**src/dcsw_pkg.sv**
```systemverilog
// package for the drive control and status word interpreter
package dcsw_pkg;
  // control word bit positions
  localparam int CW_REF_LSB = 0;
  localparam int CW_REF_MSB = 1;
  localparam int CW_DC_BRAKE_N = 2;
  localparam int CW_COAST_N = 3;
  localparam int CW_QSTOP_N = 4;
  localparam int CW_FREEZE_N = 5;
  localparam int CW_RAMP_START = 6;
  localparam int CW_RESET = 7;
  localparam int CW_JOG = 8;
  localparam int CW_RAMP_SEL = 9;
  localparam int CW_DATA_VALID = 10;
  localparam int CW_RELAY_A = 11;
  localparam int CW_RELAY_B = 12;
  localparam int CW_SETUP_LSB = 13;
  localparam int CW_SETUP_MSB = 14;
  localparam int CW_REVERSE = 15;
  // status word bit positions
  localparam int SW_CTRL_READY = 0;
  localparam int SW_DRIVE_READY = 1;
  localparam int SW_ENABLED = 2;
  localparam int SW_TRIP = 3;
  localparam int SW_ERROR = 4;
  localparam int SW_TRIPLOCK = 6;
  localparam int SW_WARNING = 7;
  localparam int SW_SPEED_EQ = 8;
  localparam int SW_BUS_CTRL = 9;
  localparam int SW_FREQ_OK = 10;
  localparam int SW_IN_OPER = 11;
  localparam int SW_OVERTEMP = 12;
  localparam int SW_VOLTAGE = 13;
  localparam int SW_TORQUE = 14;
  localparam int SW_TIMER = 15;
  // holding register number of the state word
  localparam logic [15:0] STATE_WORD_REG = 16'hc418;
  // reset values
  localparam logic [15:0] CMD_WORD_RESET = 16'h0000;
  localparam logic [15:0] STATE_WORD_RESET = 16'h0000;

  // how a bus bit combines with its digital input twin
  typedef enum logic [1:0] {
    DCSW_SRC_DIGITAL,
    DCSW_SRC_BUS,
    DCSW_SRC_AND,
    DCSW_SRC_OR
  } dcsw_src_t;

  // per-function source selection
  typedef struct packed {
    dcsw_src_t coast;
    dcsw_src_t start;
    dcsw_src_t qstop;
    dcsw_src_t preset;
    dcsw_src_t setup;
    dcsw_src_t reverse;
    dcsw_src_t brake;
    logic relay_a_sel;
    logic relay_b_sel;
    logic multi_setup;
  } dcsw_cfg_t;

  // matching digital input functions, active high except coast_n, qstop_n and brake_n
  typedef struct packed {
    logic coast_n;
    logic start;
    logic qstop_n;
    logic brake_n;
    logic [1:0] preset;
    logic [1:0] setup;
    logic reverse;
    logic speed_up;
    logic slow_down;
  } dcsw_din_t;

  // decoded commands to the motor control
  typedef struct packed {
    logic [1:0] preset_sel;
    logic dc_brake;
    logic coast;
    logic quick_stop;
    logic freeze;
    logic ramp_stop;
    logic trip_reset;
    logic jog;
    logic ramp_set2;
    logic relay_a;
    logic relay_b;
    logic [1:0] setup_sel;
    logic reverse;
    logic freeze_up;
    logic freeze_down;
  } dcsw_cmd_t;

  // drive state inputs to the status word
  typedef struct packed {
    logic ctrl_ready;
    logic drive_ready;
    logic enabled;
    logic tripped;
    logic error;
    logic triplock;
    logic warning;
    logic speed_eq;
    logic bus_possible;
    logic freq_ok;
    logic in_oper;
    logic overtemp;
    logic voltage;
    logic torque;
    logic timer;
  } dcsw_state_t;
endpackage : dcsw_pkg

```
**src/dcsw_top.sv**
```systemverilog
// drive control word decoder and state word composer

// write walk, one line per cycle
// - c0: strobe high, word and valid bit on the bus
// - c1: stored word and bit 7 history updated
// - c2: decoded commands and trip reset pulse out
// - c3: trip reset low again, levels stay
// read walk, one line per cycle
// - c0: read strobe and register number
// - c1: answer flag and read data for one cycle

// timing notes
// - a word without valid bit leaves no trace
// - strobe without valid bit is not a take
// - bit 7 history moves only with taken words
// - state word follows drive state one cycle late
// - read data is the state word at its register
// - read data and state word agree in one cycle
// - any other register number answers zero
// - no wait states, back to back requests allowed

// settings
// - each stop and start function has its own mode
// - modes: inputs only, bus only, and, or
// - preset and setup selects combine bit by bit
// - reverse has its own mode as well
// - relay selects gate the two relay bits
// - multi-setup enables the setup select

// hazards and limits
// - after reset the stored word is all zero
// - so in bus and or modes coast, brake and quick stop start active
// - in bus and and modes a valid word must come before any start
// - freeze drops while coast or brake is active
// - ramp stops are masked while frozen
// - slow down wins over speed up while frozen
// - setup select is zero outside multi-setup
// - relays need their selection bit as well
// - reverse follows the input in digital mode
// - trip reset needs a fall between two rises
// - no buffering beyond the stored word
// - all inputs but the async reset are taken as synchronous
`timescale 1ns/100ps
module dcsw_top
  import dcsw_pkg::*;
(
  input wire logic i_sys_clk, // system clock
  input wire logic i_rst, // async reset, active high
  input wire logic i_cmd_wr, // control word write strobe
  input wire logic [15:0] i_cmd_word, // written control word
  input wire logic [15:0] i_reg_addr, // holding register read address
  input wire logic i_reg_rd, // register read strobe
  input wire dcsw_pkg::dcsw_cfg_t i_cfg, // source and option settings
  input wire dcsw_pkg::dcsw_din_t i_din, // digital input functions
  input wire dcsw_pkg::dcsw_state_t i_state, // drive state
  input wire logic i_link_ok, // bus option link alive
  output dcsw_pkg::dcsw_cmd_t o_cmd, // decoded commands
  output logic [15:0] o_state_word, // live state word
  output logic [15:0] o_rd_data, // register read data
  output logic o_rd_valid // read answer pulse
);
  import dcsw_pkg::*;

  // stored word and trip reset edge state
  logic [15:0] cmd_word; // last accepted control word
  logic [15:0] next_cmd_word;
  logic reset_prev; // bit 7 as last accepted
  logic next_reset_prev;
  logic reset_pulse; // one-cycle trip reset
  logic next_reset_pulse;
  // next values of the output registers
  dcsw_cmd_t next_cmd;
  logic [15:0] next_state_word;
  logic [15:0] next_rd_data;
  logic next_rd_valid;
  // combined active-level functions
  logic act_coast;
  logic act_start;
  logic act_qstop;
  logic act_brake;
  logic act_rev;

  // bit-pick helper for combined pairs
  // one combining mode applied to both bits
  // shared by preset and setup selects
  function automatic logic [1:0] pick2(input dcsw_src_t src,
                                       input logic [1:0] bus,
                                       input logic [1:0] din);
    case (src)
      DCSW_SRC_DIGITAL: pick2 = din;
      DCSW_SRC_BUS: pick2 = bus;
      DCSW_SRC_AND: pick2 = bus & din;
      default: pick2 = bus | din;
    endcase
  endfunction : pick2

  // one combiner per stop or start function
  // every pair works on active levels, so the
  // low-active bits are inverted on the way in
  // coast: active when bit low
  dcsw_combine u_coast (
    .i_src(i_cfg.coast),
    .i_bus(~cmd_word[CW_COAST_N]),
    .i_din(~i_din.coast_n),
    .o_act(act_coast)
  );
  // start permission: active when bit high
  // a missing start permission means ramp stop
  dcsw_combine u_start (
    .i_src(i_cfg.start),
    .i_bus(cmd_word[CW_RAMP_START]),
    .i_din(i_din.start),
    .o_act(act_start)
  );
  // quick stop: active when bit low
  // masked later while the output is frozen
  dcsw_combine u_qstop (
    .i_src(i_cfg.qstop),
    .i_bus(~cmd_word[CW_QSTOP_N]),
    .i_din(~i_din.qstop_n),
    .o_act(act_qstop)
  );
  // dc brake: active when bit low
  // also one of the stops that ends a freeze
  dcsw_combine u_brake (
    .i_src(i_cfg.brake),
    .i_bus(~cmd_word[CW_DC_BRAKE_N]),
    .i_din(~i_din.brake_n),
    .o_act(act_brake)
  );
  // reverse: digital by default
  // bus bit counts only in bus, and, or modes
  dcsw_combine u_rev (
    .i_src(i_cfg.reverse),
    .i_bus(cmd_word[CW_REVERSE]),
    .i_din(i_din.reverse),
    .o_act(act_rev)
  );

  // accept control word only with valid bit
  // an ignored word keeps the stored word and history
  // so a later valid word sees the right bit 7 edge
  always_comb
  begin
    next_cmd_word = cmd_word;
    next_reset_prev = reset_prev;
    next_reset_pulse = 1'b0;
    if (i_cmd_wr && i_cmd_word[CW_DATA_VALID])
    begin
      // taken word replaces the stored one
      next_cmd_word = i_cmd_word;
      next_reset_prev = i_cmd_word[CW_RESET];
      // rising edge of reset bit only
      next_reset_pulse = i_cmd_word[CW_RESET] & ~reset_prev;
    end
  end

  // command word registers
  // cleared by reset, loaded on every edge
  always_ff @(posedge i_sys_clk or posedge i_rst)
  begin
    if (i_rst)
    begin
      // stored word cleared, no pending pulse
      cmd_word <= CMD_WORD_RESET;
      reset_prev <= 1'b0;
      reset_pulse <= 1'b0;
    end
    else
    begin
      cmd_word <= next_cmd_word;
      reset_prev <= next_reset_prev;
      reset_pulse <= next_reset_pulse;
    end
  end

  // decode commands
  // every field from the stored word, digital inputs and settings
  // stored-word levels hold until the next taken word
  // trip reset is the registered one-cycle pulse
  always_comb
  begin
    next_cmd = '0;
    // preset reference, bit 1 msb
    next_cmd.preset_sel = pick2(i_cfg.preset,
      {cmd_word[CW_REF_MSB], cmd_word[CW_REF_LSB]}, i_din.preset);
    // stop functions
    next_cmd.dc_brake = act_brake;
    next_cmd.coast = act_coast;
    // freeze holds unless coast or brake stops it
    next_cmd.freeze = ~cmd_word[CW_FREEZE_N] & ~act_coast
                      & ~act_brake;
    // while frozen, ramp stops are masked
    next_cmd.quick_stop = act_qstop & ~next_cmd.freeze;
    next_cmd.ramp_stop = ~act_start & ~next_cmd.freeze;
    // only inputs move the frozen frequency
    next_cmd.freeze_up = next_cmd.freeze & i_din.speed_up
                         & ~i_din.slow_down;
    next_cmd.freeze_down = next_cmd.freeze & i_din.slow_down;
    // trip reset pulse, then plain followers of the stored word
    next_cmd.trip_reset = reset_pulse;
    next_cmd.jog = cmd_word[CW_JOG];
    next_cmd.ramp_set2 = cmd_word[CW_RAMP_SEL];
    // relays only when their function selects the word
    next_cmd.relay_a = cmd_word[CW_RELAY_A] & i_cfg.relay_a_sel;
    next_cmd.relay_b = cmd_word[CW_RELAY_B] & i_cfg.relay_b_sel;
    // setup only in multi-setup mode
    if (i_cfg.multi_setup)
    begin
      next_cmd.setup_sel = pick2(i_cfg.setup,
        {cmd_word[CW_SETUP_MSB], cmd_word[CW_SETUP_LSB]},
        i_din.setup);
    end
    next_cmd.reverse = act_rev;
  end

  // compose state word
  // all zero while the bus option link is lost
  // bit 5 stays zero, it is not used
  always_comb
  begin
    next_state_word = STATE_WORD_RESET;
    if (i_link_ok)
    begin
      // ready and fault bits
      next_state_word[SW_CTRL_READY] = i_state.ctrl_ready;
      next_state_word[SW_DRIVE_READY] = i_state.drive_ready;
      next_state_word[SW_ENABLED] = i_state.enabled;
      next_state_word[SW_TRIP] = i_state.tripped;
      next_state_word[SW_ERROR] = i_state.error;
      next_state_word[SW_TRIPLOCK] = i_state.triplock;
      // warning, speed match, bus control, limits
      next_state_word[SW_WARNING] = i_state.warning;
      next_state_word[SW_SPEED_EQ] = i_state.speed_eq;
      next_state_word[SW_BUS_CTRL] = i_state.bus_possible;
      next_state_word[SW_FREQ_OK] = i_state.freq_ok;
      // start signal or nonzero output
      next_state_word[SW_IN_OPER] = i_state.in_oper | act_start;
      // overtemperature, voltage, torque, timers
      next_state_word[SW_OVERTEMP] = i_state.overtemp;
      next_state_word[SW_VOLTAGE] = i_state.voltage;
      next_state_word[SW_TORQUE] = i_state.torque;
      next_state_word[SW_TIMER] = i_state.timer;
    end
  end

  // register read answer
  // one answer per strobe, no wait states
  // only the state word register returns data
  always_comb
  begin
    next_rd_valid = i_reg_rd;
    next_rd_data = 16'h0000;
    if (i_reg_rd && i_reg_addr == STATE_WORD_REG)
    begin
      // same value the state word takes next
      next_rd_data = next_state_word;
    end
  end

  // output registers
  // every output comes straight from a flop
  always_ff @(posedge i_sys_clk or posedge i_rst)
  begin
    if (i_rst)
    begin
      // all outputs idle low
      o_cmd <= '0;
      o_state_word <= STATE_WORD_RESET;
      o_rd_data <= 16'h0000;
      o_rd_valid <= 1'b0;
    end
    else
    begin
      o_cmd <= next_cmd;
      o_state_word <= next_state_word;
      o_rd_data <= next_rd_data;
      o_rd_valid <= next_rd_valid;
    end
  end
endmodule : dcsw_top

```
**src/dcsw_combine.sv**
```systemverilog
// combines one bus command bit with its digital input twin
`timescale 1ns/100ps
module dcsw_combine
  import dcsw_pkg::*;
(
  input wire dcsw_pkg::dcsw_src_t i_src, // combining mode
  input wire logic i_bus, // bus bit, active level
  input wire logic i_din, // digital input, active level
  output logic o_act // combined active level
);
  // mode select
  always_comb
  begin
    case (i_src)
      DCSW_SRC_DIGITAL: o_act = i_din;
      DCSW_SRC_BUS: o_act = i_bus;
      DCSW_SRC_AND: o_act = i_bus & i_din;
      default: o_act = i_bus | i_din;
    endcase
  end
endmodule : dcsw_combine

```
**config.mk**
```make
export PLATFORM = sky130hd
export DESIGN_NAME = dcsw_top
export DESIGN_NICKNAME = d
export VERILOG_FILES = /design/src/dcsw_pkg.sv /design/src/dcsw_top.sv /design/src/dcsw_combine.sv
export SDC_FILE = /design/constraint.sdc
export NUM_CORES = 1
export LEC_CHECK = 0
export BUFFER_PORTS_ARGS = -buffer_cell sky130_fd_sc_hd__buf_2
export CORE_MARGIN = 2
export CORE_UTILIZATION = 44
export CTS_CLUSTER_DIAMETER = 200
export CTS_CLUSTER_SIZE = 24
export DETAILED_ROUTE_END_ITERATION = 6
export HOLD_SLACK_MARGIN = 0.1
export PLACE_DENSITY = 0.76
export REMOVE_ABC_BUFFERS = 1
export SLEW_MARGIN = 20
export SYNTH_ARGS = -nofsm -noshare
export SYNTH_HDL_FRONTEND = slang
export SYNTH_SLANG_ARGS = --single-unit
```
**constraint.sdc**
```tcl
create_clock -name i_sys_clk -period 2.46 [get_ports i_sys_clk]
set_input_delay 0.615 -clock i_sys_clk [delete_from_list [all_inputs] [get_ports i_sys_clk]]
set_output_delay 0.615 -clock i_sys_clk [all_outputs]
set_load 0.05 [all_outputs]
```
==> reports/metrics.csv <==
metric;value;unit
run_status;completed;
dieWidth;78.1;µm
layout-drive-gt1-share;55.0;%
reg2reg_slack;1.40;ns
power.switching_fraction;28.0;%
final.setup_skew;0.00776;ns
worst_pin_slew;0.726;ns
die-area;0.00610;mm²
post-route-drc-count;0;
place.detailed.instances;365;
p_leak;1.72;nW
dr_total_vias;1757;
cp-start-kind;primary input;
yosysWarningCount;0;
pwr_density_cell;754;mW/mm²
placement.cell_area;0.00311;mm²
htree_levels;3;
worstPathBufferInverterCount;2;
cts.clk_slew.worst_paths;0.07;ns
layoutNonFillerInstCount;381;
path_max_fanout;15;
portBuffers;127;
startpoint;i_reg_addr[1];
multi_input_area;742;µm²
ys_seq_elements;64;
seq_area;0.00160;mm²
globalRouteTotalUtil;17.0;%
cell_internal_pwr;1.80;mW
synthArstFlopShare;100;%
grt_setup_unrepaired;no;
finalCritPeriodShare;77.9;%
power.ir.vdd_worst;0.457;mV
achievable-frequency;522;MHz
gp_routability_congestion;0.749;
slew_viol_final;0;
clock_power_share;36.0;%
initial_utilization;46.4;%
postCtsSetupRepairBufs;0;
crit_cells;5;
ctsRootBufferMaster;clkbuf_8;
via_count_of_the_first_global_routing_pass;1720;
coreArea;0.00520;mm²
yosys_most_used_dff;dfrtp_1;
postCtsResizedCells;0;
rows;26;
worstPathCellList;buf_2 -> or4b_1 -> or4_1 -> buf_4 -> nor3b_1;
tritoncts.num_buffers;9;
grt_pass1_wl;7.85;mm
sequential_area_share_after_synthesis;66.3;%
critPathCaptureType;register;
clock_latency_at_the_later_pin_of_the_worst_skew_pair;0.32;ns
seq_power_share;46.6;%
clock-sinks;64;
power.switching;700;µW
first_iter_violations;117;
antenna_violations_before_repair;0;
post_synth_num_cell_types;33;
setup-tns-final;0;ns
post-route-min-period;1.92;ns
avgRoutedWirePerCell;13.0;µm
finalWirelength;4.94;mm
finish.utilization;63.8;%
r2r_end;o_state_word[11];
cts_hold_buf;0;
reg2reg_from;cmd_word[6];
reg2regPathDepth;2;
synthToLayoutAreaGrowth;37.4;%
clock_tree.buffer_depth;2;
die_h;78.1;µm
io_pins;130;
viasPerCell;4.61;
cts_tree;yes;
drtAntennaViolNets;0;
detail_route.first_pass.iterations;3;
data_arrival_time_at_the_worst_slack_endpoint;2.13;ns
combinational_power_share;17.5;%
hold_path_class;in2async;
critical-path-max-stage-delay;0.50;ns
path_class;in2reg;
synth_enable_flop_cells;0;
final_count_of_hold_timing_violations;0;
nets;386;
syn_avg_cell_area;14.0;µm²
grt_overflow_total;0;
worst-endpoint-required;2.67;ns
insertedDiodeCount;0;
timing.final.setup_violations;0;
critical_path.endpoint;o_rd_data[2];
timing.critical_path.max_delay_family;simple AND/OR/NAND/NOR gates;
slew-limit-headroom;51.5;%
detailedPlacementHpwl;3.70;mm
stdcell_area;0.00332;mm²
timing.critical_path.slowest_stage_cell;or4b_1;
cap_violations;0;
netlist_instances;172;
fillers;441;
synth_area;0.00242;mm²
maximum_number_of_pins_on_one_net_before_global_route_repair;42;
## cell usage after synthesis (2+ instances only)
| cell type | number | area share, % |
|---|---|---|
| o31a_1 | 2 | 0.73 |
| xor2_1 | 3 | 1.1 |
| nand2_1 | 7 | 1.1 |
| xnor2_1 | 3 | 1.1 |
| nor2_1 | 4 | 0.62 |
| mux2_2 | 15 | 7.0 |
| buf_4 | 2 | 0.62 |
| a21boi_0 | 3 | 0.93 |
| nor3b_1 | 6 | 1.9 |
| inv_1 | 5 | 0.78 |
| o22ai_1 | 3 | 0.78 |
| nor4_1 | 2 | 0.52 |
| nor3b_2 | 8 | 4.1 |
| dfrtp_1 | 64 | 66 |
| nor2b_1 | 3 | 0.78 |
| a21o_1 | 2 | 0.62 |
| clkbuf_1 | 2 | 0.31 |
| o21ai_0 | 7 | 1.4 |
| a21oi_1 | 2 | 0.41 |
| and2_1 | 16 | 4.1 |
## registers in the layout, summed over array words and instances, names as in the netlist
register      count
cmd_word         15
o_cmd            17
o_rd_data        15
o_rd_valid        1
o_state_word     15
reset_pulse       1
## worst register-to-register path: stages (launching register included)
cell and delay (ns):
dfrtp_1 0.38, o21ai_0 0.38, a21boi_0 0.16
## power by group through the flow
stage               Clock, mW  Sequential (mW)  Combinational [mW]
finish                  0.900             1.17               0.437
global placement            0             1.18               0.434
global route            0.975             1.18               0.472
CTS                     0.923             1.17               0.442
detailed placement          0             1.19               0.441
floorplan                   0             1.35               0.124
## worst min path at each step
stage                      startpoint         end  slack (ns)  cells past startpoint
after floorplan           reset_pulse    o_cmd[9]        0.33                      0
after global placement    reset_pulse    o_cmd[9]        0.33                      0
after detailed placement  reset_pulse    o_cmd[9]        0.34                      0
after CTS                       i_rst  o_rd_valid        0.32                      2
after global routing            i_rst  o_rd_valid        0.35                      2
final                           i_rst  o_rd_valid        0.32                      2
## per-stage QoR
step	hold slack (ns)	worst slack (ns)	total power, mW
floorplan	0.331	0.247	1.48
detailed placement	0.339	0.229	1.63
global route	0.354	0.482	2.62
finish	0.324	0.543	2.50
CTS	0.323	0.535	2.53
global placement	0.334	0.302	1.62
## cell usage in the layout (no fill, tap or decap), drive strengths merged
master,count
buf,129
dfrtp,64
and2,16
mux2,15
nor3b,14
clkbuf,11
nand2,7
o21ai,7
inv,5
nor2,4
xnor2,3
xor2,3
nor2b,3
o22ai,3
a21boi,3
a21oi,2
a21o,2
o31a,2
nor4,2
conb,2
clkinvlp,2
clkinv,2
nor3,2
nor4bb,1
nor4b,1
or4b,1
nand3b,1
or4,1
nand3,1
a211oi,1
bufinv,1
## routing by layer
layer / vias up / routed length, µm / GRT usage [%]
li1: 852 / - / -
met3: 4 / 304 / 3.22
met2: 72 / 2620 / 29.6
met5: - / 0 / 0
met1: 829 / 1960 / 20.0
met4: 0 / 57 / 8.95
## final cells by class
type                    count  share of cell area [%]
inverters                   5                   0.565
well taps                  70                    2.64
clock inverters             5                    1.66
clock buffers              11                    4.56
multi-input cells          97                    22.4
repair buffers            129                    20.0
flip-flops and latches     64                    48.2
## kinds of logic after synthesis
kind of cell           Yosys count  synth area share (%)
other                            1                 0.155
XOR/XNOR                         6                  2.18
AO/OA/AOI/OAI                   20                  5.44
flip-flops                      64                  66.3
multiplexers                    15                  6.99
buffers and inverters           12                  3.16
AND/OR/NAND/NOR                 54                  15.8
(Power assumes the default switching activity.)
